<file path="src/inc/crtv_pkg.sv">
`default_nettype none
package crtv_pkg;
   localparam int DATA_W = 16;
   localparam int ADDR_W = 32;

   // Register byte addresses.
   localparam logic [31:0] ADDR_VERT_SYNC_END = 32'hc000_0000;
   localparam logic [31:0] ADDR_HORIZ_SYNC_END = 32'hc000_0010;
   localparam logic [31:0] ADDR_VERT_BLANK_END = 32'hc000_0020;
   localparam logic [31:0] ADDR_HORIZ_BLANK_END = 32'hc000_0030;
   localparam logic [31:0] ADDR_VERT_BLANK_START = 32'hc000_0040;
   localparam logic [31:0] ADDR_HORIZ_BLANK_START = 32'hc000_0050;
   localparam logic [31:0] ADDR_VERT_TOTAL = 32'hc000_0060;
   localparam logic [31:0] ADDR_HORIZ_TOTAL = 32'hc000_0070;
   localparam logic [31:0] ADDR_DISPLAY_CONTROL = 32'hc000_0080;
   localparam logic [31:0] ADDR_VERT_COUNTER = 32'hc000_01c0;
   localparam logic [31:0] ADDR_HORIZ_COUNTER = 32'hc000_01d0;
   localparam logic [31:0] ADDR_SERRATION_END = 32'hc000_0270;
   localparam logic [31:0] ADDR_VERT_PRESET = 32'hc000_0300;
   localparam logic [31:0] ADDR_HORIZ_PRESET = 32'hc000_0310;
   localparam logic [31:0] ADDR_SERIAL_TAP_COUNT = 32'hc000_0320;

   // Display control bit positions.
   localparam int HSYNC_DIR_BIT = 0;
   localparam int VSYNC_DIR_BIT = 1;
   localparam int COMPOSITE_SYNC_N_DIR_BIT = 2;
   localparam int COMP_DISABLE_BIT = 3;
   localparam int SPLIT_SERIAL_BIT = 6;
   localparam int NONINTERLACE_BIT = 14;
   localparam int VIDEO_EN_BIT = 15;

   // Reset values and counter constants.
   localparam logic [15:0] REG_RESET = 16'h0000;
   localparam logic [15:0] CTRL_RESET = 16'h0000;
   localparam logic [15:0] COUNT_ZERO = 16'h0000;
   localparam logic [15:0] COUNT_STEP = 16'h0001;
endpackage : crtv_pkg
`default_nettype wire

</file>
<file path="src/inc/crtv_cfg_if.sv">
`timescale 1ns/1ns
`default_nettype none
interface crtv_cfg_if;
   logic [15:0] vSyncEnd, hSyncEnd, vBlankEnd, hBlankEnd;
   logic [15:0] vBlankStart, hBlankStart, vert_frame_total, horiz_line_total;
   logic [15:0] ctrl, serrEnd, vPreset, hPreset, wrData;
   logic hCountWr, vCountWr;
   logic [15:0] horiz_dot_counter, vert_line_counter, tapCount;
   modport regs(output vSyncEnd, hSyncEnd, vBlankEnd, hBlankEnd,
      vBlankStart, hBlankStart, vert_frame_total, horiz_line_total, ctrl, serrEnd,
      vPreset, hPreset, wrData, hCountWr, vCountWr,
      input horiz_dot_counter, vert_line_counter, tapCount);
   modport core(input vSyncEnd, hSyncEnd, vBlankEnd, hBlankEnd,
      vBlankStart, hBlankStart, vert_frame_total, horiz_line_total, ctrl, serrEnd,
      vPreset, hPreset, wrData, hCountWr, vCountWr,
      output horiz_dot_counter, vert_line_counter, tapCount);
endinterface : crtv_cfg_if
`default_nettype wire

</file>
<file path="src/hw/crtv_sync.sv">
`timescale 1ns/1ns
`default_nettype none
module crtv_sync #(
   parameter logic INIT = 1'b0
) (
   // Clock and reset
   input wire logic clk,
   input wire logic rst,
   // Pin and its resolved level and edges
   input wire logic pin,
   output logic level,
   output logic rise,
   output logic fall
);
   logic meta;
   logic last;

   always_ff @(posedge clk) begin
      if (rst) begin
         meta <= INIT;
         level <= INIT;
         last <= INIT;
      end else begin
         meta <= pin;
         level <= meta;
         last <= level;
      end
   end

   assign rise = level & ~last;
   assign fall = ~level & last;
endmodule : crtv_sync
`default_nettype wire

</file>
<file path="src/hw/crtv_regs.sv">
`timescale 1ns/1ns
`default_nettype none
module crtv_regs (
   // Clock and reset
   input wire logic clk,
   input wire logic rst,
   // Register port
   input wire logic [31:0] addr,
   input wire logic [15:0] wrData,
   input wire logic wrEn,
   input wire logic rdEn,
   output logic [15:0] rdData,
   // Configuration towards the timing core
   crtv_cfg_if.regs cfg
);
   always_ff @(posedge clk) begin
      if (rst) begin
         cfg.vSyncEnd <= crtv_pkg::REG_RESET;
         cfg.hSyncEnd <= crtv_pkg::REG_RESET;
         cfg.vBlankEnd <= crtv_pkg::REG_RESET;
         cfg.hBlankEnd <= crtv_pkg::REG_RESET;
         cfg.vBlankStart <= crtv_pkg::REG_RESET;
         cfg.hBlankStart <= crtv_pkg::REG_RESET;
         cfg.vert_frame_total <= crtv_pkg::REG_RESET;
         cfg.horiz_line_total <= crtv_pkg::REG_RESET;
         cfg.ctrl <= crtv_pkg::CTRL_RESET;
         cfg.serrEnd <= crtv_pkg::REG_RESET;
         cfg.vPreset <= crtv_pkg::REG_RESET;
         cfg.hPreset <= crtv_pkg::REG_RESET;
      end else if (wrEn) begin
         unique case (addr)
            crtv_pkg::ADDR_VERT_SYNC_END: cfg.vSyncEnd <= wrData;
            crtv_pkg::ADDR_HORIZ_SYNC_END: cfg.hSyncEnd <= wrData;
            crtv_pkg::ADDR_VERT_BLANK_END: cfg.vBlankEnd <= wrData;
            crtv_pkg::ADDR_HORIZ_BLANK_END: cfg.hBlankEnd <= wrData;
            crtv_pkg::ADDR_VERT_BLANK_START: cfg.vBlankStart <= wrData;
            crtv_pkg::ADDR_HORIZ_BLANK_START: cfg.hBlankStart <= wrData;
            crtv_pkg::ADDR_VERT_TOTAL: cfg.vert_frame_total <= wrData;
            crtv_pkg::ADDR_HORIZ_TOTAL: cfg.horiz_line_total <= wrData;
            crtv_pkg::ADDR_DISPLAY_CONTROL: cfg.ctrl <= wrData;
            crtv_pkg::ADDR_SERRATION_END: cfg.serrEnd <= wrData;
            crtv_pkg::ADDR_VERT_PRESET: cfg.vPreset <= wrData;
            crtv_pkg::ADDR_HORIZ_PRESET: cfg.hPreset <= wrData;
            default: ;
         endcase
      end
   end

   // Counter writes are handed to the core, which owns the counters.
   always_ff @(posedge clk) begin
      if (rst) begin
         cfg.hCountWr <= 1'b0;
         cfg.vCountWr <= 1'b0;
         cfg.wrData <= crtv_pkg::REG_RESET;
      end else begin
         cfg.hCountWr <= wrEn && addr == crtv_pkg::ADDR_HORIZ_COUNTER;
         cfg.vCountWr <= wrEn && addr == crtv_pkg::ADDR_VERT_COUNTER;
         cfg.wrData <= wrData;
      end
   end

   always_ff @(posedge clk) begin
      if (rst || !rdEn) begin
         rdData <= crtv_pkg::REG_RESET;
      end else begin
         unique case (addr)
            crtv_pkg::ADDR_VERT_SYNC_END: rdData <= cfg.vSyncEnd;
            crtv_pkg::ADDR_HORIZ_SYNC_END: rdData <= cfg.hSyncEnd;
            crtv_pkg::ADDR_VERT_BLANK_END: rdData <= cfg.vBlankEnd;
            crtv_pkg::ADDR_HORIZ_BLANK_END: rdData <= cfg.hBlankEnd;
            crtv_pkg::ADDR_VERT_BLANK_START: rdData <= cfg.vBlankStart;
            crtv_pkg::ADDR_HORIZ_BLANK_START: rdData <= cfg.hBlankStart;
            crtv_pkg::ADDR_VERT_TOTAL: rdData <= cfg.vert_frame_total;
            crtv_pkg::ADDR_HORIZ_TOTAL: rdData <= cfg.horiz_line_total;
            crtv_pkg::ADDR_DISPLAY_CONTROL: rdData <= cfg.ctrl;
            crtv_pkg::ADDR_VERT_COUNTER: rdData <= cfg.vert_line_counter;
            crtv_pkg::ADDR_HORIZ_COUNTER: rdData <= cfg.horiz_dot_counter;
            crtv_pkg::ADDR_SERRATION_END: rdData <= cfg.serrEnd;
            crtv_pkg::ADDR_VERT_PRESET: rdData <= cfg.vPreset;
            crtv_pkg::ADDR_HORIZ_PRESET: rdData <= cfg.hPreset;
            crtv_pkg::ADDR_SERIAL_TAP_COUNT: rdData <= cfg.tapCount;
            default: rdData <= crtv_pkg::REG_RESET;
         endcase
      end
   end
endmodule : crtv_regs
`default_nettype wire

</file>
<file path="src/hw/crtv_timing_gen.sv">
// Function
// - Timing runs from the external dot clock.
// - Blank pin always output, composite or vertical.
// - Shared pin: composite sync or horizontal blank.
// - Horizontal sync direction bit zero.
// - Vertical sync direction bit one.
// - Shift clock tracks the serial tap point.
// - Horizontal counter counts dot clocks per line.
// - Horizontal sync ends at sync end point.
// - Serration pulse ends at serration end point.
// - Horizontal blank between start and end points.
// - Line total sets length, starts horizontal sync.
// - External sync start loads horizontal preset.
// - Vertical counter counts scan lines.
// - Vertical sync ends at sync end line.
// - Vertical blank between start and end lines.
// - Frame total sets lines, starts vertical sync.
// - External vertical start loads vertical preset.
// - Video disabled forces blanking, stops display.
// - Line total is periods minus one.
// - Count on falling dot edge, wrap after total.
`timescale 1ns/1ns
`default_nettype none
module crtv_timing_gen (
   // Clock and reset
   input wire logic mclk,
   input wire logic rst,
   // Register port
   input wire logic [31:0] regAddr,
   input wire logic [15:0] regWrData,
   input wire logic regWr,
   input wire logic regRd,
   output logic [15:0] regRdData,
   // Video clocks from the monitor side
   input wire logic videoDotClock,
   input wire logic vramShiftClock,
   // Horizontal sync pin
   input wire logic hsyncInN,
   output logic hsyncOutN,
   output logic hsyncOeN,
   // Vertical sync pin
   input wire logic vsyncInN,
   output logic vsyncOutN,
   output logic vsyncOeN,
   // Shared composite sync or horizontal blank pin
   input wire logic compSyncInN,
   output logic compSyncOutN,
   output logic compSyncOeN,
   // Composite or vertical blank pin
   output logic compositeBlankN
);
   crtv_cfg_if cfg();

   logic dotFall;
   logic hsFall;
   logic vsFall;
   logic csFall;
   logic shiftRise;

   logic videoEn;
   logic hsyncDir;
   logic vsyncDir;
   logic csyncDir;
   logic compDisable;
   logic splitSerial;
   logic compExt;
   logic earlyPulse;

   logic dotTick;
   logic hLoad;
   logic vLoad;
   logic hWrap;
   logic vWrap;
   logic serrSeen;

   logic hsyncOn;
   logic serrOn;
   logic hBlankOn;
   logic vsyncOn;
   logic vBlankOn;
   logic hBlankAct;
   logic vBlankAct;
   logic compActive;

   crtv_regs regFile (
      .clk(mclk),
      .rst(rst),
      .addr(regAddr),
      .wrData(regWrData),
      .wrEn(regWr),
      .rdEn(regRd),
      .rdData(regRdData),
      .cfg(cfg.regs)
   );

   // The dot clock resets high so a clock parked high gives no edge.
   crtv_sync #(.INIT(1'b1)) dotSync (
      .clk(mclk),
      .rst(rst),
      .pin(videoDotClock),
      .level(),
      .rise(),
      .fall(dotFall)
   );

   crtv_sync #(.INIT(1'b1)) hsSync (
      .clk(mclk),
      .rst(rst),
      .pin(hsyncInN),
      .level(),
      .rise(),
      .fall(hsFall)
   );

   crtv_sync #(.INIT(1'b1)) vsSync (
      .clk(mclk),
      .rst(rst),
      .pin(vsyncInN),
      .level(),
      .rise(),
      .fall(vsFall)
   );

   crtv_sync #(.INIT(1'b1)) csSync (
      .clk(mclk),
      .rst(rst),
      .pin(compSyncInN),
      .level(),
      .rise(),
      .fall(csFall)
   );

   crtv_sync #(.INIT(1'b0)) shiftSync (
      .clk(mclk),
      .rst(rst),
      .pin(vramShiftClock),
      .level(),
      .rise(shiftRise),
      .fall()
   );

   assign videoEn = cfg.ctrl[crtv_pkg::VIDEO_EN_BIT];
   assign hsyncDir = cfg.ctrl[crtv_pkg::HSYNC_DIR_BIT];
   assign vsyncDir = cfg.ctrl[crtv_pkg::VSYNC_DIR_BIT];
   assign csyncDir = cfg.ctrl[crtv_pkg::COMPOSITE_SYNC_N_DIR_BIT];
   assign compDisable = cfg.ctrl[crtv_pkg::COMP_DISABLE_BIT];
   assign splitSerial = cfg.ctrl[crtv_pkg::SPLIT_SERIAL_BIT];

   // Timing steps once per falling edge of the dot clock.
   assign dotTick = dotFall && videoEn;
   assign compExt = !compDisable && !csyncDir;

   // A composite sync edge before horizontal blank is a serration.
   assign earlyPulse = cfg.horiz_dot_counter < cfg.hBlankStart;

   // External sync starts reload the counters to absorb skew.
   assign hLoad = videoEn && ((!hsyncDir && hsFall) ||
      (compExt && csFall && !earlyPulse));
   assign vLoad = videoEn && ((!vsyncDir && vsFall) ||
      (compExt && csFall && earlyPulse && !serrSeen));
   assign hWrap = dotTick && !hLoad &&
      cfg.horiz_dot_counter == cfg.horiz_line_total;
   assign vWrap = hWrap && cfg.vert_line_counter == cfg.vert_frame_total;

   always_ff @(posedge mclk) begin
      if (rst || !videoEn) begin
         cfg.horiz_dot_counter <= crtv_pkg::COUNT_ZERO;
      end else if (cfg.hCountWr) begin
         cfg.horiz_dot_counter <= cfg.wrData;
      end else if (hLoad) begin
         cfg.horiz_dot_counter <= cfg.hPreset;
      end else if (hWrap) begin
         cfg.horiz_dot_counter <= crtv_pkg::COUNT_ZERO;
      end else if (dotTick) begin
         cfg.horiz_dot_counter <= cfg.horiz_dot_counter + crtv_pkg::COUNT_STEP;
      end
   end

   always_ff @(posedge mclk) begin
      if (rst || !videoEn) begin
         cfg.vert_line_counter <= crtv_pkg::COUNT_ZERO;
      end else if (cfg.vCountWr) begin
         cfg.vert_line_counter <= cfg.wrData;
      end else if (vLoad) begin
         cfg.vert_line_counter <= cfg.vPreset;
      end else if (vWrap) begin
         cfg.vert_line_counter <= crtv_pkg::COUNT_ZERO;
      end else if (hWrap) begin
         cfg.vert_line_counter <= cfg.vert_line_counter + crtv_pkg::COUNT_STEP;
      end
   end

   // Only the first serration of a frame may reload the line count.
   always_ff @(posedge mclk) begin
      if (rst || !videoEn) begin
         serrSeen <= 1'b0;
      end else if (vLoad) begin
         serrSeen <= 1'b1;
      end else if (hWrap && cfg.vert_line_counter == cfg.vBlankStart) begin
         serrSeen <= 1'b0;
      end
   end

   always_ff @(posedge mclk) begin
      if (rst || !videoEn) begin
         hsyncOn <= 1'b0;
         serrOn <= 1'b0;
         hBlankOn <= 1'b0;
      end else if (dotTick && !hLoad) begin
         if (cfg.horiz_dot_counter == cfg.horiz_line_total) begin
            hsyncOn <= 1'b1;
            serrOn <= 1'b1;
         end else begin
            if (cfg.horiz_dot_counter == cfg.hSyncEnd) begin
               hsyncOn <= 1'b0;
            end
            if (cfg.horiz_dot_counter == cfg.serrEnd) begin
               serrOn <= 1'b0;
            end
         end
         if (cfg.horiz_dot_counter == cfg.hBlankStart) begin
            hBlankOn <= 1'b1;
         end else if (cfg.horiz_dot_counter == cfg.hBlankEnd) begin
            hBlankOn <= 1'b0;
         end
      end
   end

   always_ff @(posedge mclk) begin
      if (rst || !videoEn) begin
         vsyncOn <= 1'b0;
         vBlankOn <= 1'b0;
      end else if (hWrap) begin
         if (cfg.vert_line_counter == cfg.vert_frame_total) begin
            vsyncOn <= 1'b1;
         end else if (cfg.vert_line_counter == cfg.vSyncEnd) begin
            vsyncOn <= 1'b0;
         end
         if (cfg.vert_line_counter == cfg.vBlankStart) begin
            vBlankOn <= 1'b1;
         end else if (cfg.vert_line_counter == cfg.vBlankEnd) begin
            vBlankOn <= 1'b0;
         end
      end
   end

   // The tap count is only meaningful while the shift clock is idle in
   // blanking, so it is cleared at each line wrap.
   always_ff @(posedge mclk) begin
      if (rst || !splitSerial || hWrap) begin
         cfg.tapCount <= crtv_pkg::COUNT_ZERO;
      end else if (shiftRise) begin
         cfg.tapCount <= cfg.tapCount + crtv_pkg::COUNT_STEP;
      end
   end

   assign hBlankAct = !videoEn || hBlankOn;
   assign vBlankAct = !videoEn || vBlankOn;
   assign compActive = videoEn && (vsyncOn ? serrOn : hsyncOn);

   // Pin levels and enables leave from flops to keep the pins glitch free.
   always_ff @(posedge mclk) begin
      if (rst) begin
         hsyncOutN <= 1'b1;
         hsyncOeN <= 1'b1;
         vsyncOutN <= 1'b1;
         vsyncOeN <= 1'b1;
         compSyncOutN <= 1'b1;
         compSyncOeN <= 1'b1;
         compositeBlankN <= 1'b0;
      end else begin
         hsyncOutN <= !(videoEn && hsyncOn);
         hsyncOeN <= !hsyncDir;
         vsyncOutN <= !(videoEn && vsyncOn);
         vsyncOeN <= !vsyncDir;
         compSyncOutN <= compDisable ? !hBlankAct : !compActive;
         compSyncOeN <= !(compDisable || csyncDir);
         compositeBlankN <= compDisable ? !vBlankAct :
            !(vBlankAct || hBlankAct);
      end
   end
endmodule : crtv_timing_gen
`default_nettype wire

</file>
<file path="config.mk">
export PLATFORM = sky130hd
export DESIGN_NAME = crtv_timing_gen
export DESIGN_NICKNAME = d
export VERILOG_FILES = /design/src/inc/crtv_pkg.sv /design/src/inc/crtv_cfg_if.sv /design/src/hw/crtv_sync.sv /design/src/hw/crtv_regs.sv /design/src/hw/crtv_timing_gen.sv
export SDC_FILE = /design/constraint.sdc
export NUM_CORES = 1
export LEC_CHECK = 0
export ABC_AREA = 1
export BUFFER_PORTS_ARGS = -buffer_cell sky130_fd_sc_hd__buf_2
export CAP_MARGIN = 40
export CORE_ASPECT_RATIO = 0.75
export CORE_MARGIN = 2
export CORE_UTILIZATION = 35
export CTS_CLUSTER_DIAMETER = 60
export CTS_CLUSTER_SIZE = 12
export DETAILED_ROUTE_END_ITERATION = 10
export MAX_ROUTING_LAYER = met4
export PLACE_DENSITY = 0.6
export SKIP_CTS_REPAIR_TIMING = 1
export SLEW_MARGIN = 20
export SYNTH_ARGS = -nofsm -noshare
export SYNTH_HDL_FRONTEND = slang
export SYNTH_HIERARCHICAL = 1
export SYNTH_SLANG_ARGS = --single-unit
</file>
<file path="constraint.sdc">
create_clock -name mclk -period 2.28 [get_ports mclk]
set_input_delay 0.114 -clock mclk [delete_from_list [all_inputs] [get_ports mclk]]
set_output_delay 0.114 -clock mclk [all_outputs]
set_load 0.01 [all_outputs]
</file>
Word level (Yosys, flattened, before mapping)
Cells that the tools add are included.
{ "classes": {"n_addsub": 3, "n_lt_le_gt_ge": 1, "n_eq_ne": 24, "n_mux": 24, "bitwise": 10, "n_reduce_logical": 71} }
{ "ops": {"columns": ["op", "count"], "rows": [
  ["32-bit == test (second input constant)", 15],
  ["16-bit case mux with 15 select lines", 1],
  ["16-bit == test", 9],
  ["16-bit two-way mux", 8],
  ["16-bit by 1-bit adder with 16-bit output (second input constant)", 3],
  ["2-bit AND reduction", 17],
  ["1-bit logical AND", 19],
  ["1-bit zero test", 17],
  ["16-bit < comparator", 1],
  ["1-bit two-way mux", 15],
  ["2-bit nonzero test", 6],
  ["1-bit logical OR", 10],
  ["4-bit nonzero test", 2],
  ["1-bit AND", 5],
  ["1-bit inverter", 5]
]} }
{ "totals": {"register_bits": 302, "in_bits": 57, "out_inout_bits": 23, "word_cells": 180} }

Logic depth before layout (Yosys ltp)
{ "logic_depth": {"word_depth": 13, "mapped_depth": 21, "mapped_depth_nobuf": 20} }

Modules after synthesis
Netlist, hierarchy kept.
{ "by_module_without_submodules": {"columns": ["module", "instances", "cells_per_inst", "area_each_um2", "seq_area_each_um2"], "rows": [
  ["crtv_regs", 1, 1392, 10351.2, 4524.3],
  ["crtv_timing_gen", 1, 891, 5983.2, 1221.2],
  ["crtv_sync (csSync ...)", 4, 13, 97.6, 60.1],
  ["crtv_sync (shiftSync)", 1, 12, 93.8, 60.1]
]} }

Worst setup path after synthesis
Ideal clock, no wire load.
{ "synth_timing": {"kind": "reg2reg", "startpoint": "register cfg.horiz_dot_counter[0]", "endpoint": "register cfg.vert_line_counter[2]", "setup_time_ns": 0.118, "t_arrival_ns": 1.897, "t_required_ns": 2.162, "path_slack_ns": 0.265, "path_stages_with_launch": 21, "n_path_buf": 2, "synth_period_minus_slack_ns": 2.015, "cell_sequence": "dfxtp_1 buf_4 inv_2 ha_1 inv_1 nand2_1 nand2_1 nand2_1 nand2_1 nand2_1 nand2_1 nand2_1 nand3_1 nand2_1 nand2_1 nand2_2 nor2_8 inv_6 buf_6 o21ai_1 a21oi_2"} }
{ "synth_between": {"elab_chain_cells": 12, "elab_cells_between_ends": 18, "classes_between": "order compare: 1; eq/ne: 1; mux: 3; reduce/logical: 13"} }
{ "synth_rtl": {"columns": ["item", "line", "rtl"], "rows": [
  ["start, declared", "crtv_cfg_if.sv:8", "logic [15:0] horiz_dot_counter, vert_line_counter, tapCount;"],
  ["start signal, assigned", "crtv_timing_gen.sv:167", "cfg.horiz_dot_counter <= crtv_pkg::COUNT_ZERO;"],
  ["start signal, assigned", "crtv_timing_gen.sv:169", "cfg.horiz_dot_counter <= cfg.wrData;"],
  ["start signal, assigned", "crtv_timing_gen.sv:171", "cfg.horiz_dot_counter <= cfg.hPreset;"],
  ["16-bit < comparator", "crtv_timing_gen.sv:154", "assign earlyPulse = cfg.horiz_dot_counter < cfg.hBlankStart;"],
  ["1-bit zero test", "crtv_timing_gen.sv:158", "(compExt && csFall && !earlyPulse));"],
  ["1-bit logical AND", "crtv_timing_gen.sv:158", null],
  ["1-bit logical OR", "crtv_timing_gen.sv:157", "assign hLoad = videoEn && ((!hsyncDir && hsFall) ||"],
  ["1-bit logical AND", "crtv_timing_gen.sv:157", null],
  ["1-bit zero test", "crtv_timing_gen.sv:161", "assign hWrap = dotTick && !hLoad &&"],
  ["1-bit logical AND (2 in series)", "crtv_timing_gen.sv:161", null],
  ["1-bit logical AND", "crtv_timing_gen.sv:163", "assign vWrap = hWrap && cfg.vert_line_counter == cfg.vert_frame_total;"],
  ["16-bit two-way mux", "crtv_timing_gen.sv:186", "end else if (vWrap) begin"],
  ["16-bit two-way mux", "crtv_timing_gen.sv:184", "end else if (vLoad) begin"],
  ["16-bit two-way mux", "crtv_timing_gen.sv:182", "end else if (cfg.vCountWr) begin"],
  ["end signal, assigned", "crtv_timing_gen.sv:183", "cfg.vert_line_counter <= cfg.wrData;"],
  ["end signal, assigned", "crtv_timing_gen.sv:185", "cfg.vert_line_counter <= cfg.vPreset;"],
  ["end signal, assigned", "crtv_timing_gen.sv:187", "cfg.vert_line_counter <= crtv_pkg::COUNT_ZERO;"],
  ["end, declared", "crtv_cfg_if.sv:8", null]
]} }
Parallel ways exist; a longest one is shown, timed or not.
A chain may end at the register's enable or synchronous reset.

Worst setup path after layout
{ "layout_timing": {"startpoint": "register regFile/cfg.hBlankStart[8] (netlist name)", "endpoint": "register cfg.horiz_dot_counter[3]"} }
{ "layout_between": {"elab_chain_cells": 11, "elab_cells_between_ends": 12, "classes_between": "order compare: 1; mux: 3; reduce/logical: 8"} }
{ "layout_rtl": {"columns": ["item", "line", "rtl"], "rows": [
  ["start, declared", "crtv_cfg_if.sv:10", "vBlankStart, hBlankStart, vert_frame_total, horiz_line_total, ctrl, serrEnd,"],
  ["start signal, assigned", "crtv_regs.sv:23", "cfg.hBlankStart <= crtv_pkg::REG_RESET;"],
  ["start signal, assigned", "crtv_regs.sv:37", "crtv_pkg::ADDR_HORIZ_BLANK_START: cfg.hBlankStart <= wrData;"],
  ["16-bit < comparator (*)", "crtv_timing_gen.sv:154", null],
  ["1-bit zero test (*)", "crtv_timing_gen.sv:158", null],
  ["1-bit logical AND (*)", "crtv_timing_gen.sv:158", null],
  ["1-bit logical OR (*)", "crtv_timing_gen.sv:157", null],
  ["1-bit logical AND (*)", "crtv_timing_gen.sv:157", null],
  ["1-bit zero test", "crtv_timing_gen.sv:161", null],
  ["1-bit logical AND (2 in series)", "crtv_timing_gen.sv:161", null],
  ["16-bit two-way mux", "crtv_timing_gen.sv:172", "end else if (hWrap) begin"],
  ["16-bit two-way mux", "crtv_timing_gen.sv:170", "end else if (hLoad) begin"],
  ["16-bit two-way mux", "crtv_timing_gen.sv:168", "end else if (cfg.hCountWr) begin"],
  ["end signal, assigned", "crtv_timing_gen.sv:169", null],
  ["end signal, assigned", "crtv_timing_gen.sv:171", null],
  ["end signal, assigned", "crtv_timing_gen.sv:173", "cfg.horiz_dot_counter <= crtv_pkg::COUNT_ZERO;"]
]} }
Every way passes the cells marked *; elsewhere a longest branch is shown, timed or not.

==> qor.yml <==
status: "complete, no violations"
irDropWorstVdd_mv: 0.4032
totalWireLength_mm: 64.03
drtIter0Drc: 1992
holdPathStages: 4
start_util_pct: 35.44
p_int_mw: 8.633
max_freq_mhz: 444.9
die_w_um: 257.0
cp_slowest_cell: "dfxtp_2"
path_clk_slew_ps: 60
syn2layout_area_growth_pct: 19.37
reg2reg_depth: 14
rr_startpoint: "regFile/cfg.hBlankStart[8]"
die_y_um: 193.7
avgViaCountPerCell: 5.352
path_cells: "inv_2, ha_1, nand4_1, nor3_4, nand2_2, nand2_4, nand2_4, nand2_4, nand2_8, nand3_4, buf_12, nand3_4, nor2_2, nor2_1"
slew_headroom_pct: 39.96
drv_slew: 0
drive_above_1_share_pct: 19.89
layout_commonest_cell: "nand2_1"
power.leakage_nw: 9.257
fillerInstances: 4777
final_cell_mix: "nand2_1 (346), dfxtp_1 (282), nand3_1 (261), nor2_1 (228), a21oi_1 (228)"
numCtsBuffers: 35
cts_buffer_depth: 3
total_power_mw: 11.25
syn_area_per_cell_um2: 7.175
gr-usage-all-layers_pct: 25.62
r2r_end: "cfg.horiz_dot_counter[3]"
numPortBuffers: 79
place_congestion: 0.9804
netSwitchingPower_mw: 2.617
required_ps: 2710
yosysWarnings: 6
cap_violations: 0
p_seq_share_pct: 47.3
dr.pass1.iters: 5
cts_tree: "yes"
p_comb_share_pct: 3.4
cpLargestDelayFamily: "simple AND/OR/NAND/NOR gates"
rsz0062_at_grt: "yes"
hold_path.class: "in2reg"
antenna_found_initial: 0
htreeDepth: 2
grt_start_max_net_pins: 90
start_kind: "flip-flop"
die_area_um2: 49780
worst_hold_path.endpoint: "regFile/cfg.wrData[9]"
ant_nets: 0
min_period_ps: 2248
clk_latency_ps: 530
crit_top_cell: "nand2_4"
grt_pass1_vias: 15350
min_from: "regWrData[9]"
syn_nets: 2417
core-area_um2: 47400
cts_root_buf: "clkbuf_16"
grt_pass1_wl_mm: 95.48
final_hold_viol_count: 0
setup_tns_ps: 0
overflow: 0
netSwitchingFraction_pct: 23.26
layout.nets: 2530
post-route-period-util_pct: 98.58
worstSetupEndpointType: "flip-flop"
cp_num_cells: 14
netlist_instances: 2341
max_slew.worst_pin.slew_ps: 899.6
critPathMaxStageDelay_ps: 340
setup_viol: 0
crit_arrival_ps: 2670
wl_per_cell_um: 20.60
drc_errors: 0
power_density_nw_per_um2: 561.1
regToRegSetupSlack_ps: 30
syn_area_um2: 16800
final.setup_skew_ps: 18.27
dr_total_vias: 16630
n_antenna_cell: 0
clock-sinks: 302
io-pin-count: 80
seqCellArea_um2: 6071
hpwlAfterDp_mm: 47.59
multi_input_area_um2: 9442
worstSetupPathType: "reg2reg"
power_frac_clock_pct: 49.4
worstPathMaxFanout: 7
cp.buffers_inverters: 2
rows: 69
==> worst reg2reg max path, cell delays in order (launching register included) <==
cell	delay, ps
dfxtp_2	340
inv_2	40
ha_1	270
nand4_1	160
nor3_4	260
nand2_2	120
nand2_4	100
nand2_4	70
nand2_4	90
nand2_8	80
nand3_4	170
buf_12	180
nand3_4	80
nor2_2	130
nor2_1	60
==> power by group through the flow <==
stage | logic, mW | clock network [mW] | registers, mW
after floorplan | 0.182 | 0 | 5.43
after global placement | 0.344 | 0 | 5.43
after detailed placement | 0.362 | 0 | 5.43
after CTS | 0.363 | 5.63 | 5.32
after global routing | 0.406 | 5.84 | 5.32
final | 0.380 | 5.55 | 5.32
==> final cells by class <==
type	instances	share of cell area (%)
multi-input combinational	1688	47.09
sequential	302	30.28
clock inverter	10	0.6053
inverter	183	3.501
timing repair buffer	244	9.723
tap	639	3.988
clock buffer	42	4.812
==> routing by layer <==
layer  vias to the layer above  global-route usage, %  wire length [µm]
li1                       7908                      -                 -
met1                      7843                  38.19             29640
met2                       803                  35.44             25900
met3                        79                  5.020              7345
met4                         0                  4.974              1136
met5                         -                      -                 0
==> worst max path at each step <==
stage	slack [ps]	end	startpoint
5_1_grt	-60	cfg.vert_line_counter[4]	regFile/cfg.hBlankStart[10]
4_1_cts	-60	cfg.horiz_dot_counter[14]	regFile/cfg.hBlankStart[11]
2_1_floorplan	270	cfg.vert_line_counter[2]	cfg.horiz_dot_counter[0]
6_report	30	cfg.horiz_dot_counter[3]	regFile/cfg.hBlankStart[8]
3_5_place_dp	-30	cfg.vert_line_counter[4]	regFile/cfg.hBlankStart[11]
3_3_place_gp	-9	cfg.vert_line_counter[10]	regFile/cfg.hBlankStart[15]
==> metrics by stage <==
step	instances	util [%]	instance area (µm²)	worst slack [ps]	hold WS (ps)
6_report	3108	42.30	20050	32.36	40.19
5_1_grt	3108	42.30	20050	-57.27	58.37
4_1_cts	3089	40.80	19340	-57.09	-254.9
3_5_place_dp	3037	38.50	18250	-31.12	299.2
3_3_place_gp	3035	38.39	18200	-8.842	293.3
2_1_floorplan	2341	-	16800	265.2	185.2
No activity file was read; power rests on OpenSTA's default activity.
